### src/common/refsched_cfg.svh
// timing and encoding constants for the refresh scheduling link
`ifndef REFSCHED_CFG_SVH
`define REFSCHED_CFG_SVH
`define CLK_PERIOD_PS   10000
`define T_RFCAB_PS      130000
`define T_RFCPB_PS      60000
`define T_RRD_PS        10000
`define T_RP_PS         18000
`define T_REFI_PS       7800000
`define CYC_RFCAB ((`T_RFCAB_PS + `CLK_PERIOD_PS - 1) / `CLK_PERIOD_PS)
`define CYC_RFCPB ((`T_RFCPB_PS + `CLK_PERIOD_PS - 1) / `CLK_PERIOD_PS)
`define CYC_RRD   ((`T_RRD_PS + `CLK_PERIOD_PS - 1) / `CLK_PERIOD_PS)
`define CYC_RP    ((`T_RP_PS + `CLK_PERIOD_PS - 1) / `CLK_PERIOD_PS)
`define CYC_REFI  (`T_REFI_PS / `CLK_PERIOD_PS)
`define BURST_MAX_REFAB 8
`define REFBW_FACTOR    32
`define CA_REF_CODE     3'h4
`endif

### src/common/refsched_pkg.sv
// types shared by both ends of the refresh link
package refsched_pkg;
  typedef enum logic [2:0] {
    CMD_NOP, CMD_ACT, CMD_PRE, CMD_PREA, CMD_REFPB, CMD_REFAB, CMD_RESET,
    CMD_SRX
  } cmd_t;
  typedef logic [2:0] bank_t;
endpackage

### src/common/refsched_if.sv
// command link between controller and memory end
`timescale 1ns/1ps
interface refsched_if;
  logic       cs_n;     // chip select, active low
  logic [3:0] ca;       // command bits ca0..ca3
  logic [2:0] ba;       // bank for activate or precharge
  logic [2:0] aux;      // 0 act, 1 pre, 2 prea, 3 reset, 4 srx, 7 none
  modport ctrl (output cs_n, output ca, output ba, output aux);
  modport mem  (input cs_n, input ca, input ba, input aux);
endinterface

### src/hw/refsched_ctrl.sv
// refresh scheduling controller end
`timescale 1ns/1ps
`include "refsched_cfg.svh"
// Function
// - wait tRRD after activate before refpb
// - other banks usable during per-bank refresh
// - refreshed bank idle after refpb
// - tRFCpb after refpb before refresh or same-bank act
// - other-bank activate after refpb needs tRRD only
// - refab only with all banks idle
// - refab zeroes bank counter both ends
// - refab waits tRFCab, tRFCpb and tRP
// - all banks idle after refab
// - tRFCab after refab before act or refresh
// - never refresh an open bank
// - one refresh per tREFI distributed pattern
// - pause bounded by tREFW minus R*4*tRFCab
// - minimum count holds in every rolling window
// - self refresh counts as distributed refresh
// - at least R refab per 32 ms window
// - eight refpb may replace one refab
// - at most eight refab per tREFBW
// - self refresh time reduces required count
// - refresh encoding cs low, ca 0-0-1, ca3 type
// - bank counter round robin 0 to 7
// - counter zeroed on reset and self refresh exit
// - refpb waits tRFCab, tRFCpb, tRP of bank
module refsched_ctrl
  import refsched_pkg::*;
#(
  parameter int REFI_CYC = `CYC_REFI,
  parameter bit USE_PER_BANK = 1'b1
) (
  input  wire logic       CORE_CLK,
  input  wire logic       RESET,
  input  wire logic       ACT_REQ,
  input  wire logic [2:0] ACT_BANK,
  input  wire logic       PRE_REQ,
  input  wire logic [2:0] PRE_BANK,
  input  wire logic       PREA_REQ,
  input  wire logic       SRX_REQ,
  output logic            ACT_DONE,
  output logic            REF_DONE,
  output logic [7:0]      BANK_OPEN,
  output logic [2:0]      NEXT_REF_BANK,
  refsched_if.ctrl        link
);
  localparam int CW = 16;              // timer width
  logic [CW-1:0] refi_r;                // distributed refresh interval timer
  logic [CW-1:0] rfc_r;                 // global refresh blocking timer
  logic [CW-1:0] rrd_r;                 // activate to activate/refpb timer
  logic [CW-1:0] rp_r [8];              // per-bank precharge timers
  logic [CW-1:0] rfpb_r [8];            // per-bank refpb blocking timers
  logic [CW-1:0] ab_age_r [`BURST_MAX_REFAB]; // ages of recent refab
  logic [2:0]    bank_r;                // local copy of device bank counter
  logic [7:0]    open_r;                // open bank map
  logic          pending_r;             // a refresh is owed
  cmd_t          cmd;                   // command chosen this cycle
  logic          all_rp_ok;             // all precharge timers done
  logic          ref_ok;                // refresh may go this cycle

  // precharge timers all expired
  always_comb begin
    all_rp_ok = 1'b1;
    for (int i = 0; i < 8; i++) begin
      if (rp_r[i] != '0) all_rp_ok = 1'b0;
    end
  end

  // refresh legality; refpb path refreshes only an idle, settled bank
  always_comb begin
    if (USE_PER_BANK) begin
      ref_ok = (rfc_r == '0) && (rrd_r == '0) &&
               !open_r[bank_r] && (rp_r[bank_r] == '0) &&
               (rfpb_r[0] == '0) && (rfpb_r[1] == '0) &&
               (rfpb_r[2] == '0) && (rfpb_r[3] == '0) &&
               (rfpb_r[4] == '0) && (rfpb_r[5] == '0) &&
               (rfpb_r[6] == '0) && (rfpb_r[7] == '0);
    end else begin
      ref_ok = (rfc_r == '0) && (open_r == 8'h00) && all_rp_ok &&
               (ab_age_r[`BURST_MAX_REFAB - 1] >=
                CW'(`REFBW_FACTOR * `CYC_RFCAB)) &&
               (rfpb_r[0] == '0) && (rfpb_r[1] == '0) &&
               (rfpb_r[2] == '0) && (rfpb_r[3] == '0) &&
               (rfpb_r[4] == '0) && (rfpb_r[5] == '0) &&
               (rfpb_r[6] == '0) && (rfpb_r[7] == '0);
    end
  end

  // command arbitration: self refresh exit first, then owed refresh, then user requests
  always_comb begin
    cmd = CMD_NOP;
    if (SRX_REQ) begin
      cmd = CMD_SRX;
    end else if (pending_r && ref_ok) begin
      cmd = USE_PER_BANK ? CMD_REFPB : CMD_REFAB;
    end else if (PREA_REQ) begin
      cmd = CMD_PREA;
    end else if (PRE_REQ) begin
      cmd = CMD_PRE;
    end else if (ACT_REQ && !open_r[ACT_BANK] && rfc_r == '0 &&
                 rrd_r == '0 && rp_r[ACT_BANK] == '0 &&
                 rfpb_r[ACT_BANK] == '0 &&
                 !(pending_r && !USE_PER_BANK)) begin
      cmd = CMD_ACT;
    end
  end

  // distributed refresh tick, one owed refresh per interval; an even
  // pattern keeps every rolling window full and allows self refresh
  always_ff @(posedge CORE_CLK) begin
    if (RESET) begin
      refi_r    <= '0;
      pending_r <= 1'b0;
    end else begin
      if (refi_r == CW'(REFI_CYC - 1)) begin
        refi_r    <= '0;
        pending_r <= 1'b1;
      end else begin
        refi_r <= refi_r + 1'b1;
        if (cmd == CMD_REFPB || cmd == CMD_REFAB) pending_r <= 1'b0;
      end
    end
  end

  // global timers, rounded-up cycle counts
  always_ff @(posedge CORE_CLK) begin
    if (RESET) begin
      rfc_r <= '0;
      rrd_r <= '0;
    end else begin
      if (cmd == CMD_REFAB) rfc_r <= CW'(`CYC_RFCAB);
      else if (rfc_r != '0) rfc_r <= rfc_r - 1'b1;
      if (cmd == CMD_ACT || cmd == CMD_REFPB) rrd_r <= CW'(`CYC_RRD);
      else if (rrd_r != '0) rrd_r <= rrd_r - 1'b1;
    end
  end

  // per-bank precharge and refpb timers, open map
  genvar g;
  generate
    for (g = 0; g < 8; g++) begin : g_bank
      always_ff @(posedge CORE_CLK) begin
        if (RESET) begin
          rp_r[g]   <= '0;
          rfpb_r[g] <= '0;
          open_r[g] <= 1'b0;
        end else begin
          if (cmd == CMD_PREA || (cmd == CMD_PRE && PRE_BANK == 3'(g))) begin
            rp_r[g]   <= CW'(`CYC_RP);
            open_r[g] <= 1'b0;
          end else begin
            if (rp_r[g] != '0) rp_r[g] <= rp_r[g] - 1'b1;
            if (cmd == CMD_ACT && ACT_BANK == 3'(g)) open_r[g] <= 1'b1;
          end
          if (cmd == CMD_REFPB && bank_r == 3'(g)) begin
            rfpb_r[g] <= CW'(`CYC_RFCPB);
          end else if (rfpb_r[g] != '0) begin
            rfpb_r[g] <= rfpb_r[g] - 1'b1;
          end
        end
      end
    end
  endgenerate

  // bank counter copy: step on refpb, zero on refab or exit
  always_ff @(posedge CORE_CLK) begin
    if (RESET) begin
      bank_r <= '0;
    end else if (cmd == CMD_REFAB || cmd == CMD_SRX) begin
      bank_r <= '0;
    end else if (cmd == CMD_REFPB) begin
      bank_r <= bank_r + 1'b1;
    end
  end

  // rolling burst limit: saturating ages of the last eight refab, newest
  // first; a fixed window would let sixteen cluster across its boundary
  generate
    for (genvar h = 0; h < `BURST_MAX_REFAB; h++) begin : g_age
      localparam int prev_idx = (h == 0) ? 0 : h - 1;  // younger neighbour
      always_ff @(posedge CORE_CLK) begin
        if (RESET) begin
          ab_age_r[h] <= '1;                         // as if long ago
        end else if (cmd == CMD_REFAB && h == 0) begin
          ab_age_r[h] <= '0;
        end else if (cmd == CMD_REFAB) begin
          ab_age_r[h] <= (ab_age_r[prev_idx] == '1) ? '1 :
                         ab_age_r[prev_idx] + 1'b1;  // shift one older
        end else if (ab_age_r[h] != '1) begin
          ab_age_r[h] <= ab_age_r[h] + 1'b1;         // saturating age
        end
      end
    end
  endgenerate

  // drive link pins from flip-flops
  always_ff @(posedge CORE_CLK) begin
    if (RESET) begin
      link.cs_n <= 1'b1;
      link.ca   <= 4'h0;
      link.ba   <= 3'h0;
      link.aux  <= 3'h7;
    end else begin
      link.cs_n <= (cmd == CMD_NOP);
      link.ca   <= 4'h0;
      link.ba   <= (cmd == CMD_PRE) ? PRE_BANK : ACT_BANK;
      link.aux  <= 3'h7;
      case (cmd)
        CMD_REFPB: link.ca <= {1'b0, `CA_REF_CODE};
        CMD_REFAB: link.ca <= {1'b1, `CA_REF_CODE};
        CMD_ACT:   link.aux <= 3'h0;
        CMD_PRE:   link.aux <= 3'h1;
        CMD_PREA:  link.aux <= 3'h2;
        CMD_SRX:   link.aux <= 3'h4;
        default:   link.aux <= 3'h7;
      endcase
    end
  end

  // user status outputs
  always_ff @(posedge CORE_CLK) begin
    if (RESET) begin
      ACT_DONE      <= 1'b0;
      REF_DONE      <= 1'b0;
      BANK_OPEN     <= 8'h00;
      NEXT_REF_BANK <= 3'h0;
    end else begin
      ACT_DONE      <= (cmd == CMD_ACT);
      REF_DONE      <= (cmd == CMD_REFPB || cmd == CMD_REFAB);
      BANK_OPEN     <= open_r;
      NEXT_REF_BANK <= bank_r;
    end
  end
endmodule

### src/flat_wrapper.sv
// flat-port wrapper written by rule: the top's interface ports become plain ports
module refsched_ctrl_flat import refsched_pkg::*;
#(
  parameter int REFI_CYC = `CYC_REFI,
  parameter bit USE_PER_BANK = 1'b1
)
  (CORE_CLK, RESET, ACT_REQ, ACT_BANK, PRE_REQ, PRE_BANK, PREA_REQ, SRX_REQ, ACT_DONE, REF_DONE, BANK_OPEN, NEXT_REF_BANK, link_cs_n, link_ca, link_ba, link_aux);
  refsched_if link_i ();
  input  wire logic CORE_CLK;
  input  wire logic RESET;
  input  wire logic ACT_REQ;
  input  wire logic [2:0] ACT_BANK;
  input  wire logic PRE_REQ;
  input  wire logic [2:0] PRE_BANK;
  input  wire logic PREA_REQ;
  input  wire logic SRX_REQ;
  output logic ACT_DONE;
  output logic REF_DONE;
  output logic [7:0] BANK_OPEN;
  output logic [2:0] NEXT_REF_BANK;
  output wire logic [$bits(link_i.cs_n)-1:0] link_cs_n;
  output wire logic [$bits(link_i.ca)-1:0] link_ca;
  output wire logic [$bits(link_i.ba)-1:0] link_ba;
  output wire logic [$bits(link_i.aux)-1:0] link_aux;
  assign link_cs_n = link_i.cs_n;
  assign link_ca = link_i.ca;
  assign link_ba = link_i.ba;
  assign link_aux = link_i.aux;
  refsched_ctrl #(.REFI_CYC(REFI_CYC), .USE_PER_BANK(USE_PER_BANK)) u_core (.CORE_CLK(CORE_CLK), .RESET(RESET), .ACT_REQ(ACT_REQ), .ACT_BANK(ACT_BANK), .PRE_REQ(PRE_REQ), .PRE_BANK(PRE_BANK), .PREA_REQ(PREA_REQ), .SRX_REQ(SRX_REQ), .ACT_DONE(ACT_DONE), .REF_DONE(REF_DONE), .BANK_OPEN(BANK_OPEN), .NEXT_REF_BANK(NEXT_REF_BANK), .link(link_i));
endmodule
### config.mk
export PLATFORM = sky130hd
export DESIGN_NAME = refsched_ctrl_flat
export DESIGN_NICKNAME = d
export VERILOG_FILES = /design/src/common/refsched_pkg.sv /design/src/common/refsched_if.sv /design/src/hw/refsched_ctrl.sv /design/src/flat_wrapper.sv
export VERILOG_INCLUDE_DIRS = /design/src /design/src/common
export SDC_FILE = /design/constraint.sdc
export NUM_CORES = 1
export LEC_CHECK = 0
export ABC_AREA = 1
export BUFFER_PORTS_ARGS = -buffer_cell sky130_fd_sc_hd__buf_2
export CAP_MARGIN = 40
export CORE_MARGIN = 5
export CORE_UTILIZATION = 30
export DETAILED_ROUTE_END_ITERATION = 16
export PLACE_DENSITY = 0.53
export SYNTH_ARGS = -nofsm -noshare
export SYNTH_HDL_FRONTEND = slang
export SYNTH_SLANG_ARGS = --single-unit
### constraint.sdc
create_clock -name CORE_CLK -period 9.7 [get_ports CORE_CLK]
set_clock_uncertainty 0.15 [all_clocks]
set_input_delay 0.485 -clock CORE_CLK [delete_from_list [all_inputs] [get_ports CORE_CLK]]
set_output_delay 0.485 -clock CORE_CLK [all_outputs]
set_load 0.05 [all_outputs]
==> impl_results.md, run 1 <==
* TritonCTS clock tree: done
* Cells after Synth at 2455
* Area growth syn-to-layout at 12.1%
* Worst Setup End Kind: register
* Number of global-route vias before repair at 15200
* I/O Buffers at 33
* RePlAce Congestion at 0.955
* FF+latch count, synth at 340
* I/O Pins at 36
* Seq/Total Area, Yosys at 47.8%
* Vias at 15800
* Top cells by count, synth: 565 x nor2_1, 443 x nand2_1, 311 x inv_1
* Count leader, synth: nor2_1
* Yosys top cell by area: edfxtp_1
* GR Util All Layers at 13.9%
* Routed vias/inst at 4.66
* Post_cts resized at 0
* Final WL at 50.2 mm
* HPWL Detailed at 37.5 mm
* Startpoint types: register
* Remaining DRCs at 0
* Crit path time final at 4190 ps
* Pins Over Slew Limit at 0
* Distinct cell type count after synthesis at 48
* Worst hold stages at 3
* # setup viols final at 0
* Pleak at 9.18 nW
* R2R depth at 13
* Initial Util at 30.4%
* Worst slew pin tran at 863 ps
* Largest net degree at the start of global routing at 37
* Drt pass-1 iters at 5
* Largest cells by area after synthesis: edfxtp_1 39%, nor2_1 11%, dfxtp_1 8.6%
* Grt total ovfl at 0
* Post-Syn Area at 19600 sq um
* HP Class: in2reg
* Sequential share of power at 37.1%
* Peak VDD IR at 139 uV
* Cell row count at 93
* Most used DFF post-synth: edfxtp_1
* Buffer count from post-CTS setup fixing at 0
* Clock power frac at 21.8%
* Clock tree sinks at 340
* Max Cap Viol at 0
* Die X at 266 um
* Fmax at 239 MHz
* CTS HTree Levels at 2
* CP arrival at 4230 ps
* Logic gate share of total power at 41.1%
* CP required at 9750 ps
* Final hold vios at 0
* Relative slew slack at 42.2%
* Share of synthesized registers carrying an async set or reset at 0%
* Max FO, Critical Path at 16
* Switching Share at 41.4%
* Share of cells above drive strength 1 at 8.07%
* Total CTS buffers at 43
* RSZ-0062 raised after global routing: no
* EDFF count, synth at 256
* Clock root buffer: clkbuf_16
* Final ANT Viol Nets at 0
* Pint at 4.22 mW
* Drt wl/cell at 14.8 um
* Pwr dens at 327 nW/um^2
* Syn Area/Cell at 7.99 sq um
* Initial antenna violation count at 4
* Setup_tns at 0 ps
* Yosys synthesis warning count at 0
* CTS max path bufs at 3
* CTS Hold Buffers Added at 0
* Status: finished, final reports clean
* Worst skew pair latency at 570 ps
* Reg clk slew, reported paths at 60 ps
* Core area at 64600 sq um
* Fin crit share at 43.1%
* Synth top area share at 39.2%
* First-pass GRT wire length at 80.2 mm
* Full die area at 70600 sq um
* Final Total Pwr at 7.20 mW
* Layout Nets at 2535
* Switch Pwr at 2.98 mW
* Setup Crit Path Kind: reg2reg
* Die H at 266 um
* Violation count after the first detailed-route iteration at 1313
metrics by stage:
step / setup slack (ps) / hold slack, ps / cell area (sq um) / utilization [%] / cells
after floorplan: 6570 / 268 / 19600 / - / 2457
after detailed placement: 5300 / 284 / 20600 / 31.9 / 3304
after CTS: 5620 / 173 / 22000 / 34.1 / 3384
final: 5510 / 220 / 22000 / 34.1 / 3385
after global routing: 5240 / 192 / 22000 / 34.1 / 3384
after global placement: 5450 / 279 / 20600 / 31.8 / 3300
cells by family (layout without fill, tap and decap cells):
logic type | after synthesis | count (layout) | share of synthesized area, %
multiplexers | 1 | 1 | 0.0574
flip-flops | 340 | 340 | 47.8
buffers and inverters | 363 | 435 | 7.61
XOR/XNOR | 155 | 155 | 6.92
other | 1 | 4 | 0.0191
AO/OA/AOI/OAI | 196 | 196 | 5.38
AND/OR/NAND/NOR | 1370 | 1370 | 30.4
adder cells (fa/ha/maj) | 29 | 29 | 1.85
state kept, by name, indices dropped and copies added, names as in the netlist, 3 cells and up, named ones only:
register / flops
u_core.open_r: 8
u_core.refi_r: 16
u_core.BANK_OPEN: 8
u_core.NEXT_REF_BANK: 3
u_core.rfpb_r: 128
u_core.link.ba: 3
u_core.rp_r: 128
u_core.rfc_r: 16
u_core.bank_r: 3
u_core.rrd_r: 16
u_core.link.aux: 3
path summary, 6_finish.rpt:
kind                                             to                from  slack, ps
worst max register to register  u_core.rfpb_r[4][8]  u_core.rp_r[0][10]       5510
worst max-delay path            u_core.rfpb_r[4][8]  u_core.rp_r[0][10]       5510
worst min-delay path               u_core.open_r[4]         ACT_BANK[2]        220
worst min register to register     u_core.refi_r[0]    u_core.refi_r[0]        290
routing by layer:
metal	vias to the layer above	global-route usage (%)	routed length, um	part of all wire, %
met4	6	4.93	1580	3.1
met2	375	22.4	22500	45
li1	8000	-	-	-
met3	95	3.03	3300	6.6
met5	-	0	26	0.052
met1	7315	18.6	22900	46
power by group through the flow:
stage | sequential, mW | combinational (mW) | clock [mW]
after detailed placement | 2.69 | 2.95 | 0
after CTS | 2.67 | 2.97 | 1.61
after global routing | 2.74 | 3.39 | 1.68
after global placement | 2.68 | 2.91 | 0
final | 2.67 | 2.95 | 1.57
after floorplan | 2.55 | 2.36 | 0
placed cells by master, fill, tap and decap left out, types with 6 or more instances in the layout:
cell type / Yosys / final
a21oi_1: 100 / 100
nor3b_1: 7 / 7
nand2_1: 443 / 443
nor2_1: 565 / 565
dfxtp_1: 84 / 84
clkbuf_1: 7 / 11
clkbuf_16: 0 / 46
xor2_1: 86 / 86
inv_1: 311 / 311
buf_2: 17 / 33
nand2_4: 6 / 6
nand3b_1: 14 / 14
a21boi_0: 7 / 7
nor4_1: 12 / 12
nor2_4: 10 / 10
ha_1: 29 / 29
clkinv_2: 0 / 9
o21ai_0: 63 / 63
nor2_2: 54 / 54
nand3_1: 123 / 123
xnor2_1: 69 / 69
o31ai_1: 8 / 8
or2_2: 18 / 18
clkinv_1: 2 / 9
edfxtp_1: 256 / 256
nand4_1: 44 / 44
nor3_1: 54 / 54
layout make-up:
type	count	area (sq um)
Inverter	315	1180
Antenna cell	1	2.50
Clock buffer	58	1210
Timing Repair Buffer	40	229
Clock inverter	22	176
Tap cell	855	1070
Sequential cell	340	9370
Multi-Input combinational cell	1754	8760
Fill cell	6690	42600
worst max-delay path: stages (launching register included):
cell and delay, ps:
edfxtp_1 400, inv_1 110, nand2_1 60, nor3_1 620
nand3_1 170, nand2_1 190, nand2_1 90, nand3_1 80
nand2_1 90, nor3_2 710, nand3_1 370, nand2_1 180
inv_1 50, nand2_1 520
Power figures use the tool's default switching activity.
==> run 2, diff against run 1 <==
--- a/config.mk
+++ b/config.mk
@@ -12,7 +12,7 @@
 export CORE_MARGIN = 5
 export CORE_UTILIZATION = 30
 export DETAILED_ROUTE_END_ITERATION = 16
-export PLACE_DENSITY = 0.53
+export PLACE_DENSITY = 0.55
 export SYNTH_ARGS = -nofsm -noshare
 export SYNTH_HDL_FRONTEND = slang
 export SYNTH_SLANG_ARGS = --single-unit
==> constraint.sdc (replaced) <==
create_clock -name CORE_CLK -period 3.8 [get_ports CORE_CLK]
set_clock_uncertainty 0.15 [all_clocks]
set_input_delay 0.19 -clock CORE_CLK [delete_from_list [all_inputs] [get_ports CORE_CLK]]
set_output_delay 0.19 -clock CORE_CLK [all_outputs]
set_load 0.05 [all_outputs]
==> run 2 against run 1 <==
Compared with the run above: routed wire length fell by 1.0%; first-iteration DRC count fell by 11%; setup slack got worse by 5200 ps; via count rose by 0.86%; combinational power rose to 2.6 times the previous value; highest routed layer unchanged; register-to-register slack got worse by 5200 ps; critical path depth rose by 2; clock power rose to 2.7 times the previous value; non-clock buffer count rose by 37; sequential share of layout area fell by 0.67 points; sequential power rose to 2.5 times the previous value; final cell count rose by 1.0%; critical endpoint is now u_core.rp_r[0][13].
==> impl_results.md, run 2 (same netlist as run 1, synthesis figures left out) <==
* Status: finished, final reports clean
* Relative slew slack at 47.2% (+5.0 points)
* Worst slew pin tran at 787 ps (-76.0 ps)
* Full die area at 70600 sq um (unchanged)
* Violation count after the first detailed-route iteration at 1174 (-11%)
* Pins Over Slew Limit at 0 (unchanged)
* HPWL Detailed at 37.4 mm (-0.15%)
* Slowest stage cell, crit path: edfxtp_1
* Largest net degree at the start of global routing at 29 (-22%)
* Worst skew pair latency at 580 ps (about the same)
* HP Class: in2reg
* Buffer count from post-CTS setup fixing at 0 (unchanged)
* Max FO, Critical Path at 16 (unchanged)
* Pwr dens at 832 nW/um^2 (+150%)
* I/O Buffers at 33 (unchanged)
* Remaining DRCs at 0 (unchanged)
* Routed vias/inst at 4.66 (-0.17%)
* Post_cts resized at 0 (unchanged)
* Peak VDD IR at 343 uV (+150%)
* Worst reg2reg startpoint: u_core.rfpb_r[1][0]
* Top routing layer in use: met5
* Critical-path cell list: inv_1 -> ha_1 -> nand3_1 -> nor2_1 -> nand3_1 -> nor2_1 -> nand2_1 -> nor2_1 -> nand3_1 -> nor2_2 -> nor2_1 -> nand2_2 -> nor2_1 -> nor2_4 -> nand2_1
* PnR worst setup slack at 325 ps (-5190 ps)
* Setup_tns at 0 ps (unchanged)
* GR Util All Layers at 13.8% (-0.12 points)
* Die X at 266 um (unchanged)
* Final WL at 49.7 mm (-1.0%)
* RePlAce Congestion at 0.886 (-7.2%)
* Startpoint types: register
* Fin crit share at 91.5% (+48 points)
* Final ANT Viol Nets at 0 (unchanged)
* Initial Util at 30.4% (unchanged)
* WHS Endpoint: u_core.NEXT_REF_BANK[2]
* Reg area at 9370 sq um (unchanged)
* Biggest cell delay along the critical path at 440 ps (-270 ps)
* Most used cell, CP: nor2_1
* RSZ-0062 raised after global routing: no
* Fill cells at 6703 (+0.19%)
* Commonest non-fill, non-tap cell in the layout: nor2_1
* CTS HTree Levels at 2 (unchanged)
* Share of cells above drive strength 1 at 9.09% (+1.0 points)
* CP arrival at 3480 ps (-750 ps)
* CTS max path bufs at 3 (unchanged)
* R2R depth at 15 (+2)
* Layout Nets at 2571 (+1.4%)
* I/O Pins at 36 (unchanged)
* Total CTS buffers at 42 (-2.3%)
* Reg clk slew, reported paths at 50 ps (about the same)
* Max Cap Viol at 0 (unchanged)
* Crit path buf inv count at 1 (-1)
* CP required at 3800 ps (-5950 ps)
* Crit path time final at 3480 ps (-710 ps)
* RR Endpoint: u_core.rp_r[0][13]
* Fmax at 288 MHz (+20%)
* Hold path start: RESET
* Vias at 15900 (+0.86%)
* TritonCTS clock tree: done
* Worst hold stages at 2 (-1)
* Die H at 266 um (unchanged)
* First-pass GRT wire length at 79.9 mm (-0.35%)
* Worst Setup End Kind: register
* Cell row count at 93 (unchanged)
* Commonest non-fill, non-tap cells in the layout: 565 x nor2_1, 443 x nand2_1, 311 x inv_1
* Final core occ at 34.6% (+0.54 points)
* # setup viols final at 0 (unchanged)
* Drt pass-1 iters at 5 (unchanged)
* Pleak at 9.36 nW (+1.9%)
* Final hold vios at 0 (unchanged)
* Number of global-route vias before repair at 15200 (+0.42%)
* Initial antenna violation count at 4 (unchanged)
* Cell family with most CP delay: simple AND/OR/NAND/NOR gates
* CTS Hold Buffers Added at 6 (+6)
* Setup Crit Path Kind: reg2reg
* Routed met3 length at 3.35 mm (+1.8%)
* Area growth syn-to-layout at 13.9%
* Clock tree sinks at 340 (unchanged)
* Grt total ovfl at 0 (unchanged)
* DR WL met2 at 21.8 mm (-2.9%)
* Clock root buffer: clkbuf_16
* Biggest regs: u_core.rfpb_r: 128 flops, u_core.rp_r: 128 flops
* Drt wl/cell at 14.5 um (-2.1%)
* Routed length on met1 at 22.8 mm (about the same)
* Final Total Pwr at 18.6 mW (+160%)
* Flop2flop setup slack at 320 ps (-5190 ps)
* Post-Place Setup Slack at 235 ps (-5070 ps)
* Core area at 64600 sq um (unchanged)
* Area of the multi-input gates at 8760 sq um (unchanged)
[run 2: worst max path at each step]
| stage | slack (ps) | start | endpoint | cells past startpoint |
|---|---|---|---|---|
| after detailed placement | 240 | ACT_BANK[0] | u_core.rp_r[0][3] | 18 |
| after CTS | 290 | u_core.rfpb_r[1][0] | u_core.rp_r[0][7] | 15 |
| after global routing | 10 | u_core.rfpb_r[1][0] | u_core.rp_r[0][11] | 15 |
| final | 320 | u_core.rfpb_r[1][0] | u_core.rp_r[0][13] | 15 |
| after floorplan | 690 | u_core.rfpb_r[1][0] | u_core.rp_r[1][0] | 17 |
| after global placement | 360 | ACT_BANK[0] | u_core.rp_r[0][11] | 16 |
[run 2: area by class of cell]
| type | instances | area share (%) |
|---|---|---|
| Sequential cell | 340 | 41.9 |
| Multi-Input combinational cell | 1754 | 39.2 |
| Inverter | 315 | 5.29 |
| Clock buffer | 57 | 5.19 |
| Tap cell | 855 | 4.79 |
| Timing Repair Buffer | 77 | 2.40 |
| Clock inverter | 20 | 1.18 |
| Antenna cell | 2 | 0.0224 |
[run 2: through the flow]
stage / hold slack (ps) / instances / instance area, sq um
after floorplan: 183 / 2457 / 19600
after global placement: 283 / 3335 / 20900
after detailed placement: 286 / 3335 / 20900
after CTS: 3.95 / 3418 / 22300
after global routing: 12.6 / 3418 / 22300
final: 5.96 / 3420 / 22300
[run 2: report_power, final]
part	internal [mW]	switching, mW	total [mW]
sequential	5.65	1.14	6.79
clock	2.55	1.62	4.17
combinational	2.83	4.80	7.63
total	11.0	7.56	18.6
[run 2: layer usage]
metal  vias to the layer above  GRT usage [%]
li1                       8060              -
met1                      7418           18.6
met2                       366           21.9
met3                        81           3.03
met4                         2           5.06
met5                         -              0
